### config.mk
export PLATFORM = sky130hd
export DESIGN_NAME = pmbus_fault_status_bank
export DESIGN_NICKNAME = d
export VERILOG_FILES = /design/src/logic/status_bank_pkg.sv /design/src/logic/channel_flags.sv /design/src/logic/flag_byte.sv /design/src/logic/pmbus_fault_status_bank.sv
export VERILOG_INCLUDE_DIRS = /design/src /design/src/logic
export SDC_FILE = /design/constraint.sdc
export NUM_CORES = 1
export LEC_CHECK = 0
export ABC_AREA = 1
export BUFFER_PORTS_ARGS = -buffer_cell sky130_fd_sc_hd__buf_4
export CAP_MARGIN = 10
export CORE_MARGIN = 5
export CORE_UTILIZATION = 51
export DETAILED_ROUTE_END_ITERATION = 10
export PLACE_DENSITY = 0.81
export RECOVER_POWER = 50
export SYNTH_ARGS = -nofsm -noshare
export SYNTH_HDL_FRONTEND = slang
export SYNTH_HIERARCHICAL = 1
export SYNTH_SLANG_ARGS = --single-unit
export TNS_END_PERCENT = 100
### constraint.sdc
create_clock -name clk_in -period 1.6 [get_ports clk_in]
set_input_delay 0.08 -clock clk_in [delete_from_list [all_inputs] [get_ports clk_in]]
set_output_delay 0.08 -clock clk_in [all_outputs]
set_load 0.02 [all_outputs]
### src/logic/status_bank_consts.svh
// Offsets, field positions, masks and reset values of the status register bank.
// Assumes inclusion by bare name from the design modules.
`ifndef STATUS_BANK_CONSTS_SVH
`define STATUS_BANK_CONSTS_SVH

// Command codes of the status registers
`define CMD_SUMMARY_WORD 8'h79
`define CMD_VOUT_FLAGS 8'h7A
`define CMD_IOUT_FLAGS 8'h7B
`define CMD_INPUT_FLAGS 8'h7C

// Page values
`define PAGE_CHANNEL_A 8'h00
`define PAGE_CHANNEL_B 8'h01
`define PAGE_ALL 8'hFF

// Output-voltage flag positions
`define VOUT_OVF_BIT 7
`define VOUT_UVF_BIT 4
`define VOUT_LIMIT_BIT 3
// Output-current flag positions
`define IOUT_OCF_BIT 7
`define IOUT_OCW_BIT 5
`define IOUT_SHARE_BIT 3
// Input flag positions
`define VIN_OVF_BIT 7
`define VIN_UVF_BIT 4
`define VIN_LOW_BIT 3
`define IIN_OCF_BIT 2
`define IIN_OCW_BIT 1
`define PIN_OPW_BIT 0

// Supported-bit masks
`define VOUT_MASK 8'h98
`define IOUT_MASK 8'hA8
`define INPUT_MASK 8'h9F

// Summary word positions
`define SUM_VOUT_BIT 15
`define SUM_IOUT_BIT 14
`define SUM_INPUT_BIT 13
`define SUM_MFR_BIT 12
`define SUM_PGOOD_BIT 11
`define SUM_OFF_BIT 6
`define SUM_VOUT_OV_BIT 5
`define SUM_IOUT_OC_BIT 4
`define SUM_VIN_UV_BIT 3
`define SUM_TEMP_BIT 2
`define SUM_CML_BIT 1
`define SUM_OTHER_BIT 0

// Reset values
`define FLAGS_RESET 8'h00
`define WORD_RESET 16'h0000

`endif

### src/logic/status_bank_pkg.sv
// Types shared by the status bank modules.
// Assumes the constants header is on the include path.
package status_bank_pkg;

    // One channel's fault and warning events, one-cycle pulses
    typedef struct packed {
        logic vout_ov;
        logic vout_uv;
        logic vout_limit;
        logic iout_oc;
        logic iout_ocw;
        logic iout_share;
    } channel_events_type;

    // Shared input-supply events
    typedef struct packed {
        logic vin_ov;
        logic vin_uv;
        logic vin_low;
        logic iin_oc;
        logic iin_ocw;
        logic pin_opw;
    } input_events_type;

    // Raw per-channel state feeding unlatched and foreign summary bits
    typedef struct packed {
        logic ready_pin;
        logic power_off;
        logic mfr_fault;
        logic temp_fault;
        logic cml_fault;
    } channel_raw_type;

    // Register access request from the command decoder
    typedef struct packed {
        logic valid;
        logic write;
        logic [7:0] command;
        logic [7:0] data;
    } access_req_type;

endpackage : status_bank_pkg

### src/logic/channel_flags.sv
// Per-channel output-voltage and output-current flag bytes.
// Assumes clears are already qualified by the selected page.
`timescale 1ns/10ps
`include "status_bank_consts.svh"
module channel_flags (
    // Clock and reset
    input wire logic clk_in,
    input wire logic rst_n_in,
    // Events and clears
    input wire status_bank_pkg::channel_events_type events_in,
    input wire logic [7:0] vout_clear_in,
    input wire logic [7:0] iout_clear_in,
    input wire logic clear_all_in,
    // Flag bytes
    output logic [7:0] vout_flags_out,
    output logic [7:0] iout_flags_out
);
    logic [7:0] vout_set;
    logic [7:0] iout_set;

    // Event to bit placement
    always_comb begin
        vout_set = 8'h00;
        iout_set = 8'h00;
        vout_set[`VOUT_OVF_BIT] = events_in.vout_ov;
        vout_set[`VOUT_UVF_BIT] = events_in.vout_uv;
        vout_set[`VOUT_LIMIT_BIT] = events_in.vout_limit;
        iout_set[`IOUT_OCF_BIT] = events_in.iout_oc;
        iout_set[`IOUT_OCW_BIT] = events_in.iout_ocw;
        iout_set[`IOUT_SHARE_BIT] = events_in.iout_share;
    end

    flag_byte #(.SUPPORTED_MASK(`VOUT_MASK)) vout_byte (
        .clk_in(clk_in),
        .rst_n_in(rst_n_in),
        .set_in(vout_set),
        .clear_in(vout_clear_in),
        .clear_all_in(clear_all_in),
        .flags_out(vout_flags_out)
    );

    flag_byte #(.SUPPORTED_MASK(`IOUT_MASK)) iout_byte (
        .clk_in(clk_in),
        .rst_n_in(rst_n_in),
        .set_in(iout_set),
        .clear_in(iout_clear_in),
        .clear_all_in(clear_all_in),
        .flags_out(iout_flags_out)
    );
endmodule : channel_flags

### src/logic/flag_byte.sv
// One byte of latched flags with write-one-to-clear.
// Assumes set pulses and clear requests synchronous to clk_in.
`timescale 1ns/10ps
`include "status_bank_consts.svh"
module flag_byte #(
    parameter logic [7:0] SUPPORTED_MASK = 8'hFF
) (
    // Clock and reset
    input wire logic clk_in,
    input wire logic rst_n_in,
    // Flag control
    input wire logic [7:0] set_in,
    input wire logic [7:0] clear_in,
    input wire logic clear_all_in,
    // Flag state
    output logic [7:0] flags_out
);
    logic [7:0] flags_reg;
    logic [7:0] flags_next;

    // Set wins over clear so an event in the clearing cycle is kept
    assign flags_next = ((flags_reg & ~clear_in & {8{~clear_all_in}}) | set_in) & SUPPORTED_MASK;
    assign flags_out = flags_reg;

    // Flag storage
    always_ff @(posedge clk_in or negedge rst_n_in) begin
        if (!rst_n_in) begin
            flags_reg <= `FLAGS_RESET;
        end else begin
            flags_reg <= flags_next;
        end
    end
endmodule : flag_byte

### src/logic/pmbus_fault_status_bank.sv
// Fault and status register bank for a dual-channel controller.
// Assumes a PMBus command decoder presents one access per cycle as a request
// struct and takes read data one cycle later; monitors pulse events.
`timescale 1ns/10ps
`include "status_bank_consts.svh"
module pmbus_fault_status_bank (
    // Clock and reset
    input wire logic clk_in,
    input wire logic rst_n_in,
    // Register access
    input wire status_bank_pkg::access_req_type req_in,
    input wire logic [7:0] page_in,
    input wire logic clear_all_in,
    // Monitor events
    input wire status_bank_pkg::channel_events_type chan_a_events_in,
    input wire status_bank_pkg::channel_events_type chan_b_events_in,
    input wire status_bank_pkg::input_events_type input_events_in,
    // Raw channel state
    input wire status_bank_pkg::channel_raw_type chan_a_raw_in,
    input wire status_bank_pkg::channel_raw_type chan_b_raw_in,
    // Read answer
    output logic [15:0] read_data_out,
    output logic read_valid_out,
    output logic invalid_access_out,
    // Summary words for both channels
    output logic [15:0] chan_a_word_out,
    output logic [15:0] chan_b_word_out
);
    logic [7:0] vout_a;
    logic [7:0] iout_a;
    logic [7:0] vout_b;
    logic [7:0] iout_b;
    logic [7:0] input_flags;
    logic [7:0] input_set;
    logic [15:0] word_a;
    logic [15:0] word_b;
    logic is_write;
    logic sel_b;
    logic hit_vout;
    logic hit_iout;
    logic hit_input;
    logic hit_word;
    logic [7:0] clr_data;
    logic [7:0] vout_clr_a;
    logic [7:0] vout_clr_b;
    logic [7:0] iout_clr_a;
    logic [7:0] iout_clr_b;
    logic [7:0] input_clr;
    logic [15:0] read_next;
    logic invalid_next;
    logic [15:0] read_data_reg;
    logic read_valid_reg;
    logic invalid_reg;
    logic [15:0] word_a_reg;
    logic [15:0] word_b_reg;

    // Builds one channel's summary word from its detailed bytes
    function automatic logic [15:0] summary(
        input logic [7:0] vout,
        input logic [7:0] iout,
        input logic [7:0] inp,
        input status_bank_pkg::channel_raw_type raw
    );
        logic [15:0] w;
        w = `WORD_RESET; // Bits 10..7 stay zero
        w[`SUM_VOUT_BIT] = |vout;
        w[`SUM_IOUT_BIT] = |iout;
        w[`SUM_INPUT_BIT] = |inp;
        w[`SUM_MFR_BIT] = raw.mfr_fault;
        w[`SUM_PGOOD_BIT] = ~raw.ready_pin;
        w[`SUM_OFF_BIT] = raw.power_off;
        w[`SUM_VOUT_OV_BIT] = vout[`VOUT_OVF_BIT];
        w[`SUM_IOUT_OC_BIT] = iout[`IOUT_OCF_BIT];
        w[`SUM_VIN_UV_BIT] = inp[`VIN_UVF_BIT];
        w[`SUM_TEMP_BIT] = raw.temp_fault;
        w[`SUM_CML_BIT] = raw.cml_fault;
        // Anything latched that bits 7..1 do not name
        w[`SUM_OTHER_BIT] = vout[`VOUT_UVF_BIT] | vout[`VOUT_LIMIT_BIT] | iout[`IOUT_OCW_BIT]
            | iout[`IOUT_SHARE_BIT] | (inp & ~(8'h01 << `VIN_UVF_BIT)) != 8'h00;
        return w;
    endfunction : summary

    // Command and page decode; any page other than 01h acts on channel A
    assign is_write = req_in.valid & req_in.write;
    assign sel_b = (page_in == `PAGE_CHANNEL_B);
    assign hit_word = req_in.command == `CMD_SUMMARY_WORD;
    assign hit_vout = req_in.command == `CMD_VOUT_FLAGS;
    assign hit_iout = req_in.command == `CMD_IOUT_FLAGS;
    assign hit_input = req_in.command == `CMD_INPUT_FLAGS;

    // Write-one-to-clear steering; zeros in the data clear nothing
    assign clr_data = is_write ? req_in.data : 8'h00;
    assign vout_clr_a = (hit_vout & ~sel_b) ? clr_data : 8'h00;
    assign vout_clr_b = (hit_vout & sel_b) ? clr_data : 8'h00;
    assign iout_clr_a = (hit_iout & ~sel_b) ? clr_data : 8'h00;
    assign iout_clr_b = (hit_iout & sel_b) ? clr_data : 8'h00;
    assign input_clr = hit_input ? clr_data : 8'h00; // Page ignored

    // Input event placement
    always_comb begin
        input_set = 8'h00;
        input_set[`VIN_OVF_BIT] = input_events_in.vin_ov;
        input_set[`VIN_UVF_BIT] = input_events_in.vin_uv;
        input_set[`VIN_LOW_BIT] = input_events_in.vin_low;
        input_set[`IIN_OCF_BIT] = input_events_in.iin_oc;
        input_set[`IIN_OCW_BIT] = input_events_in.iin_ocw;
        input_set[`PIN_OPW_BIT] = input_events_in.pin_opw;
    end

    channel_flags chan_a (
        .clk_in(clk_in),
        .rst_n_in(rst_n_in),
        .events_in(chan_a_events_in),
        .vout_clear_in(vout_clr_a),
        .iout_clear_in(iout_clr_a),
        .clear_all_in(clear_all_in),
        .vout_flags_out(vout_a),
        .iout_flags_out(iout_a)
    );

    channel_flags chan_b (
        .clk_in(clk_in),
        .rst_n_in(rst_n_in),
        .events_in(chan_b_events_in),
        .vout_clear_in(vout_clr_b),
        .iout_clear_in(iout_clr_b),
        .clear_all_in(clear_all_in),
        .vout_flags_out(vout_b),
        .iout_flags_out(iout_b)
    );

    // Single shared copy of the input flags
    flag_byte #(.SUPPORTED_MASK(`INPUT_MASK)) input_byte (
        .clk_in(clk_in),
        .rst_n_in(rst_n_in),
        .set_in(input_set),
        .clear_in(input_clr),
        .clear_all_in(clear_all_in),
        .flags_out(input_flags)
    );

    // Summary words follow the detailed bytes combinationally
    assign word_a = summary(vout_a, iout_a, input_flags, chan_a_raw_in);
    assign word_b = summary(vout_b, iout_b, input_flags, chan_b_raw_in);

    // Read mux; an unknown command reads zero and is flagged invalid
    always_comb begin
        read_next = 16'h0000;
        invalid_next = 1'b0;
        if (req_in.valid) begin
            if (hit_word) begin
                read_next = sel_b ? word_b : word_a;
                invalid_next = req_in.write; // Word left untouched
            end else if (hit_vout) begin
                read_next = {8'h00, sel_b ? vout_b : vout_a};
            end else if (hit_iout) begin
                read_next = {8'h00, sel_b ? iout_b : iout_a};
            end else if (hit_input) begin
                read_next = {8'h00, input_flags};
            end else begin
                invalid_next = 1'b1;
            end
        end
    end

    // Answer registers; writes answer with neither valid nor data
    always_ff @(posedge clk_in or negedge rst_n_in) begin
        if (!rst_n_in) begin
            read_data_reg <= `WORD_RESET;
            read_valid_reg <= 1'b0;
            invalid_reg <= 1'b0;
        end else begin
            read_data_reg <= req_in.write ? `WORD_RESET : read_next;
            read_valid_reg <= req_in.valid & ~req_in.write;
            invalid_reg <= invalid_next;
        end
    end

    // Registered copies of both summary words for status pins
    always_ff @(posedge clk_in or negedge rst_n_in) begin
        if (!rst_n_in) begin
            word_a_reg <= `WORD_RESET;
            word_b_reg <= `WORD_RESET;
        end else begin
            word_a_reg <= word_a;
            word_b_reg <= word_b;
        end
    end

    assign read_data_out = read_data_reg;
    assign read_valid_out = read_valid_reg;
    assign invalid_access_out = invalid_reg;
    assign chan_a_word_out = word_a_reg;
    assign chan_b_word_out = word_b_reg;
endmodule : pmbus_fault_status_bank

### After elaboration in Yosys (flattened, before gate mapping)

Cells that the tools add are included.

| word-level totals | value |
|---|---|
| register bits | 60 |
| input port bits | 57 |
| output and inout bits | 50 |
| word-level logic and storage cells | 80 |

| cells by class | value |
|---|---|
| equality and inequality tests | 5 |
| muxes and demuxes | 20 |
| bitwise logic cells | 39 |
| reduce and logical (&&, ||, !) cells | 6 |

Operators with widths:

| cell | number |
|---|---|
| 8-bit 2-to-1 mux | 11 |
| 8-bit AND | 10 |
| 16-bit 2-to-1 mux | 4 |
| 8-bit NOT | 5 |
| 8-bit OR | 5 |
| 8-bit by 7-bit == test with 1-bit output, second input constant | 4 |
| 3-bit OR reduction | 4 |
| 8-bit by 1-bit == test with 1-bit output, second input constant | 1 |
| 1-bit OR | 8 |
| 8-bit nonzero test | 1 |
| 1-bit AND | 6 |
| 6-bit OR reduction | 1 |
| 1-bit 2-to-1 mux | 5 |
| 1-bit NOT | 5 |

### Longest topological paths before layout

| depth | value |
|---|---|
| depth after elaboration | 8 |
| depth in mapped cells | 11 |
| mapped depth without buffers | 10 |

### Cells and area by module

The synthesis kept the hierarchy.

Modules (own cells, without submodules):

| module | times used | cells an instance | area each (um^2) | seq. area each (um^2) |
|---|---|---|---|---|
| pmbus_fault_status_bank | 1 | 320 | 2248.4 | 925.9 |
| flag_byte (chan_a.iout_byte ...) | 4 | 22 | 167.7 | 75.1 |
| flag_byte (input_byte) | 1 | 34 | 269.0 | 150.1 |
| channel_flags | 2 | 1 | 3.8 | 0.0 |

### Least setup slack after synthesis

OpenSTA, ideal clock, no wires.

| timing | value |
|---|---|
| path type | register to register |
| start point | register chan_a.vout_byte.flags_reg[3] (netlist: chan_a/vout_byte/flags_out[3]) |
| end point | register read_data_reg[0] (netlist: read_data_out[0]) |
| setup time | 0.126 ns |
| arrival | 1.051 ns |
| slack | 0.423 ns |
| stages on the path, launching flop included | 8 |
| buffers on the path | 0 |
| clock period less this slack | 1.177 ns |
| cells stage by stage | dfrtp_1 -> or2_2 -> nor2_1 -> nand3_1 -> nand2_1 -> nand3_1 -> nand2_1 -> a21oi_1 |

| between the ends | value |
|---|---|
| cells in the longest elaborated chain, start to end | 8 |

RTL lines:

| element | RTL line | RTL |
|---|---|---|
| start: declaration | flag_byte.sv:18 | `logic [7:0] flags_reg;` |
| start signal: assignment | flag_byte.sv:28 | `` flags_reg <= `FLAGS_RESET; `` |
| start signal: assignment | flag_byte.sv:30 | `flags_reg <= flags_next;` |
| 1-bit OR (4 in a row) | pmbus_fault_status_bank.sv:78 | `` w[`SUM_OTHER_BIT] = vout[`VOUT_UVF_BIT] \| vout[`VOUT_LIMIT_BIT] \| iout[`IOUT_OCW_BIT] `` |
| named net word_a[0] | pmbus_fault_status_bank.sv:35 | `logic [15:0] word_a;` |
| 16-bit 2-to-1 mux | pmbus_fault_status_bank.sv:152 | `read_next = sel_b ? word_b : word_a;` |
| 16-bit 2-to-1 mux | pmbus_fault_status_bank.sv:151 | `if (hit_word) begin` |
| 16-bit 2-to-1 mux | pmbus_fault_status_bank.sv:150 | `if (req_in.valid) begin` |
| 16-bit 2-to-1 mux | pmbus_fault_status_bank.sv:173 | `` read_data_reg <= req_in.write ? `WORD_RESET : read_next; `` |
| end signal: assignment | pmbus_fault_status_bank.sv:169 | `` read_data_reg <= `WORD_RESET; `` |
| end signal: assignment | pmbus_fault_status_bank.sv:173 |  |
| end: declaration | pmbus_fault_status_bank.sv:51 | `logic [15:0] read_data_reg;` |

The timed path passes the listed nets, and every way through them passes these cells.

### Final worst setup path

| timing | value |
|---|---|
| start point | register input_byte.flags_reg[1] (netlist: input_byte/flags_out[1]) |
| end point | register read_data_reg[0] (netlist: read_data_out[0]) |

| between the ends | value |
|---|---|
| cells in the longest elaborated chain, start to end | 6 |
| elaborated cells on any way between the ends | 7 |
| those cells by class | 4 x mux; 2 x bitwise; 1 x reduce/logical |

RTL lines:

| element | RTL line | RTL |
|---|---|---|
| start: declaration | flag_byte.sv:18 |  |
| start signal: assignment | flag_byte.sv:28 |  |
| start signal: assignment | flag_byte.sv:30 |  |
| 8-bit nonzero test | pmbus_fault_status_bank.sv:79 | `` \| iout[`IOUT_SHARE_BIT] \| (inp & ~(8'h01 << `VIN_UVF_BIT)) != 8'h00; `` |
| 1-bit OR | pmbus_fault_status_bank.sv:78 |  |
| named net word_b[0] | pmbus_fault_status_bank.sv:36 | `logic [15:0] word_b;` |
| 16-bit 2-to-1 mux | pmbus_fault_status_bank.sv:152 |  |
| 16-bit 2-to-1 mux | pmbus_fault_status_bank.sv:151 |  |
| 16-bit 2-to-1 mux | pmbus_fault_status_bank.sv:150 |  |
| 16-bit 2-to-1 mux | pmbus_fault_status_bank.sv:173 |  |

The timed path passes the listed nets, and every way through them passes these cells.

==> out/summary.txt <==
STATUS
------------------------------------------------------------------------
Outcome ...................................................    completed

STA
------------------------------------------------------------------------
Fraction of the cycle the final worst path needs ..........        87.9%
Worst slew margin relative to its limit ...................        22.4%
Final Slew Violations .....................................            0
Fin crit period ...........................................      1.41 ns
RSZ-0062 raised after global routing ......................           no
Number of failing hold endpoints at the final stage .......            0
Worst-case clock skew .....................................   0.00748 ns
Final setup violation count ...............................            0
Worst-margin pin slew .....................................      1.16 ns
FMAX ......................................................    0.711 GHz
Final setup TNS ...........................................         0 ns

SYNTHESIS
------------------------------------------------------------------------
Number of instances in the synthesized netlist ............          419
Yosys warnings ............................................            6
Area of the mapped netlist ................................ 0.00310 mm^2
Synthesized area divided by synthesized cell count ........    7.40 um^2

DIE
------------------------------------------------------------------------
Effective utilization at floorplan ........................        52.4%
Standard-cell rows ........................................           28
DIE AREA .................................................. 0.00774 mm^2
Die X-Extent ..............................................      88.0 um
Io pins ...................................................          107
Vertical die dimension ....................................      88.0 um
Core Footprint ............................................ 0.00592 mm^2

SETUP PATH
------------------------------------------------------------------------
Critical path fanouts, max ................................            4
Type of element launching the critical path ...............    flip-flop
Critical Path Start ....................................... input_byte/flags_out[1]
Critical register-to-register path startpoint ............. input_byte/flags_out[1]
Type of destination of the critical path ..................    flip-flop
CP arrival ................................................      1.60 ns
Critical path class .......................................   reg -> reg
Required time reported for the critical path endpoint .....      1.80 ns
R2r setup slk .............................................      0.19 ns

FINISH
------------------------------------------------------------------------
Layout overhead on the synthesized area ...................        30.0%
Most common cell after layout, fill and taps aside ........      nand2_1
Number of nets at the end of the flow .....................          598
Fraction of layout cells with a size suffix above 1 .......        19.0%
Most frequent cells in the layout ......................... 104 x nand2_1, 74 x buf_4, 69 x inv_1
Number of antenna cells inserted ..........................            0
Finished Layout Cells .....................................          617
Final-layout fill cell count ..............................          498

DRT
------------------------------------------------------------------------
Number of nets still failing antenna checks after routing .            0
Router iterations before antenna repair ...................            4
Total Wirelength ..........................................      7.54 mm
Routed vias/inst ..........................................         4.59
Routed vias ...............................................        2,835
First-iteration detailed-routing DRC count ................          123
DRC violations left .......................................            0
Wire length per cell ......................................      12.2 um

POWER
------------------------------------------------------------------------
Largest voltage drop on the vdd net .......................     0.445 mV
Power density over the cells ..............................  667 mW/mm^2
Lkg Pwr ...................................................      2.04 nW

GLOBAL ROUTE
------------------------------------------------------------------------
Pin count of the biggest net entering global routing ......           56
First-pass GRT wire length ................................      12.0 mm
Vias in the first global route ............................        2,725
Antenna violations before repair ..........................            0
GRT Total Usage ...........................................        19.9%
Total gr overflow .........................................            0

PLACED DESIGN
------------------------------------------------------------------------
Routability cong. .........................................        0.927
Placed cells ..............................................          580
Number of port buffers ....................................           94
Post-DP HPWL ..............................................      5.96 mm

CLOCK TREE
------------------------------------------------------------------------
Clock tree from TritonCTS .................................          yes
Number of sinks handled by clock tree synthesis ...........           55
Max H-tree Level ..........................................            2
Later-pin clock latency in the skew report ................      0.31 ns
Clk slew on worst S/H paths ...............................      0.09 ns
Clock tree root buffer cell ...............................     clkbuf_8
Setup bufs post-CTS .......................................            0
Number of buffers between clock root and the deepest sink .            2
Number of buffers created by CTS ..........................            5

MIN PATH
------------------------------------------------------------------------
Worst hold path startpoint ................................   req_in[17]
Worst min-delay path class ................................    in -> reg

RUN
------------------------------------------------------------------------
Number of max-cap violations ..............................            0

==> worst max-delay path: stages (launching register included) <==
cell     delay, ns
dfrtp_1       0.41
nor2_1        0.11
nand2_1       0.06
nor2_1        0.25
nand4_1       0.21
nand2_1       0.10
nand3_1       0.06
nand2_1       0.06
a21oi_1       0.04
==> layer usage <==
layer	vias up	global-route usage (%)	part of all wire [%]
met1	1293	24.4	42
li1	1445	-	-
met2	89	36.5	49
met3	8	3.57	8.3
met5	-	0	0
met4	0	3.77	0.70
==> report_power, final <==
part / leakage (nW) / switching (W) / internal (W)
combinational: 1.37 / 0.000240 / 0.000199
sequential: 0.632 / 0.0000366 / 0.00144
clock: 0.0408 / 0.000456 / 0.000314
total: 2.04 / 0.000732 / 0.00196
==> final cells by class <==
cell class | instances | area, um^2 | area share [%]
Clock buffer | 5 | 68.8 | 1.71
Clock inverter | 3 | 23.8 | 0.590
Inverter | 71 | 267 | 6.61
Multi-Input combinational cell | 278 | 1210 | 30.1
Sequential cell | 55 | 1380 | 34.1
Tap cell | 75 | 93.8 | 2.33
Timing Repair Buffer | 130 | 991 | 24.6
==> final timing paths <==
check / end / cells after the start
worst min-delay path: invalid_access_out / 3
worst max register to register: read_data_out[0] / 8
worst min register to register: chan_b_word_out[3] / 0
min in group asynchronous: chan_a_word_out[1] / 2
max in group asynchronous: chan_a_word_out[4] / 2
worst max-delay path: read_data_out[0] / 8
==> state kept, by name, indices dropped and copies added (netlist names) <==
register                    count
chan_b_word_out                12
chan_a_word_out                10
chan_a/vout_byte/flags_out      3
chan_b/iout_byte/flags_out      3
chan_a/iout_byte/flags_out      3
read_valid_out                  1
read_data_out                  13
input_byte/flags_out            6
chan_b/vout_byte/flags_out      3
invalid_access_out              1
==> through the flow <==
step / worst slack (ns) / area [um^2] / utilization, % / hold slack (ns) / power [W]
final: 0.194 / 4030 / 68.1 / 0.0414 / 0.00269
after global routing: 0.0320 / 4030 / 68.1 / 0.0463 / 0.00283
after CTS: 0.169 / 4120 / 69.6 / 0.0324 / 0.00274
after detailed placement: 0.186 / 3740 / 63.2 / 0.158 / 0.00191
after global placement: 0.220 / 3740 / 63.2 / 0.155 / 0.00190
after floorplan: 0.423 / 3200 / - / -0.216 / 0.00175
==> what timing repair did <==
item                       4_1_cts  5_1_grt
setup endpoints to repair        0        0
hold buffers                    29        0
hold endpoints to repair        83        0
resized for setup                0        0
Note: power is estimated with default switching activity, not from simulation.
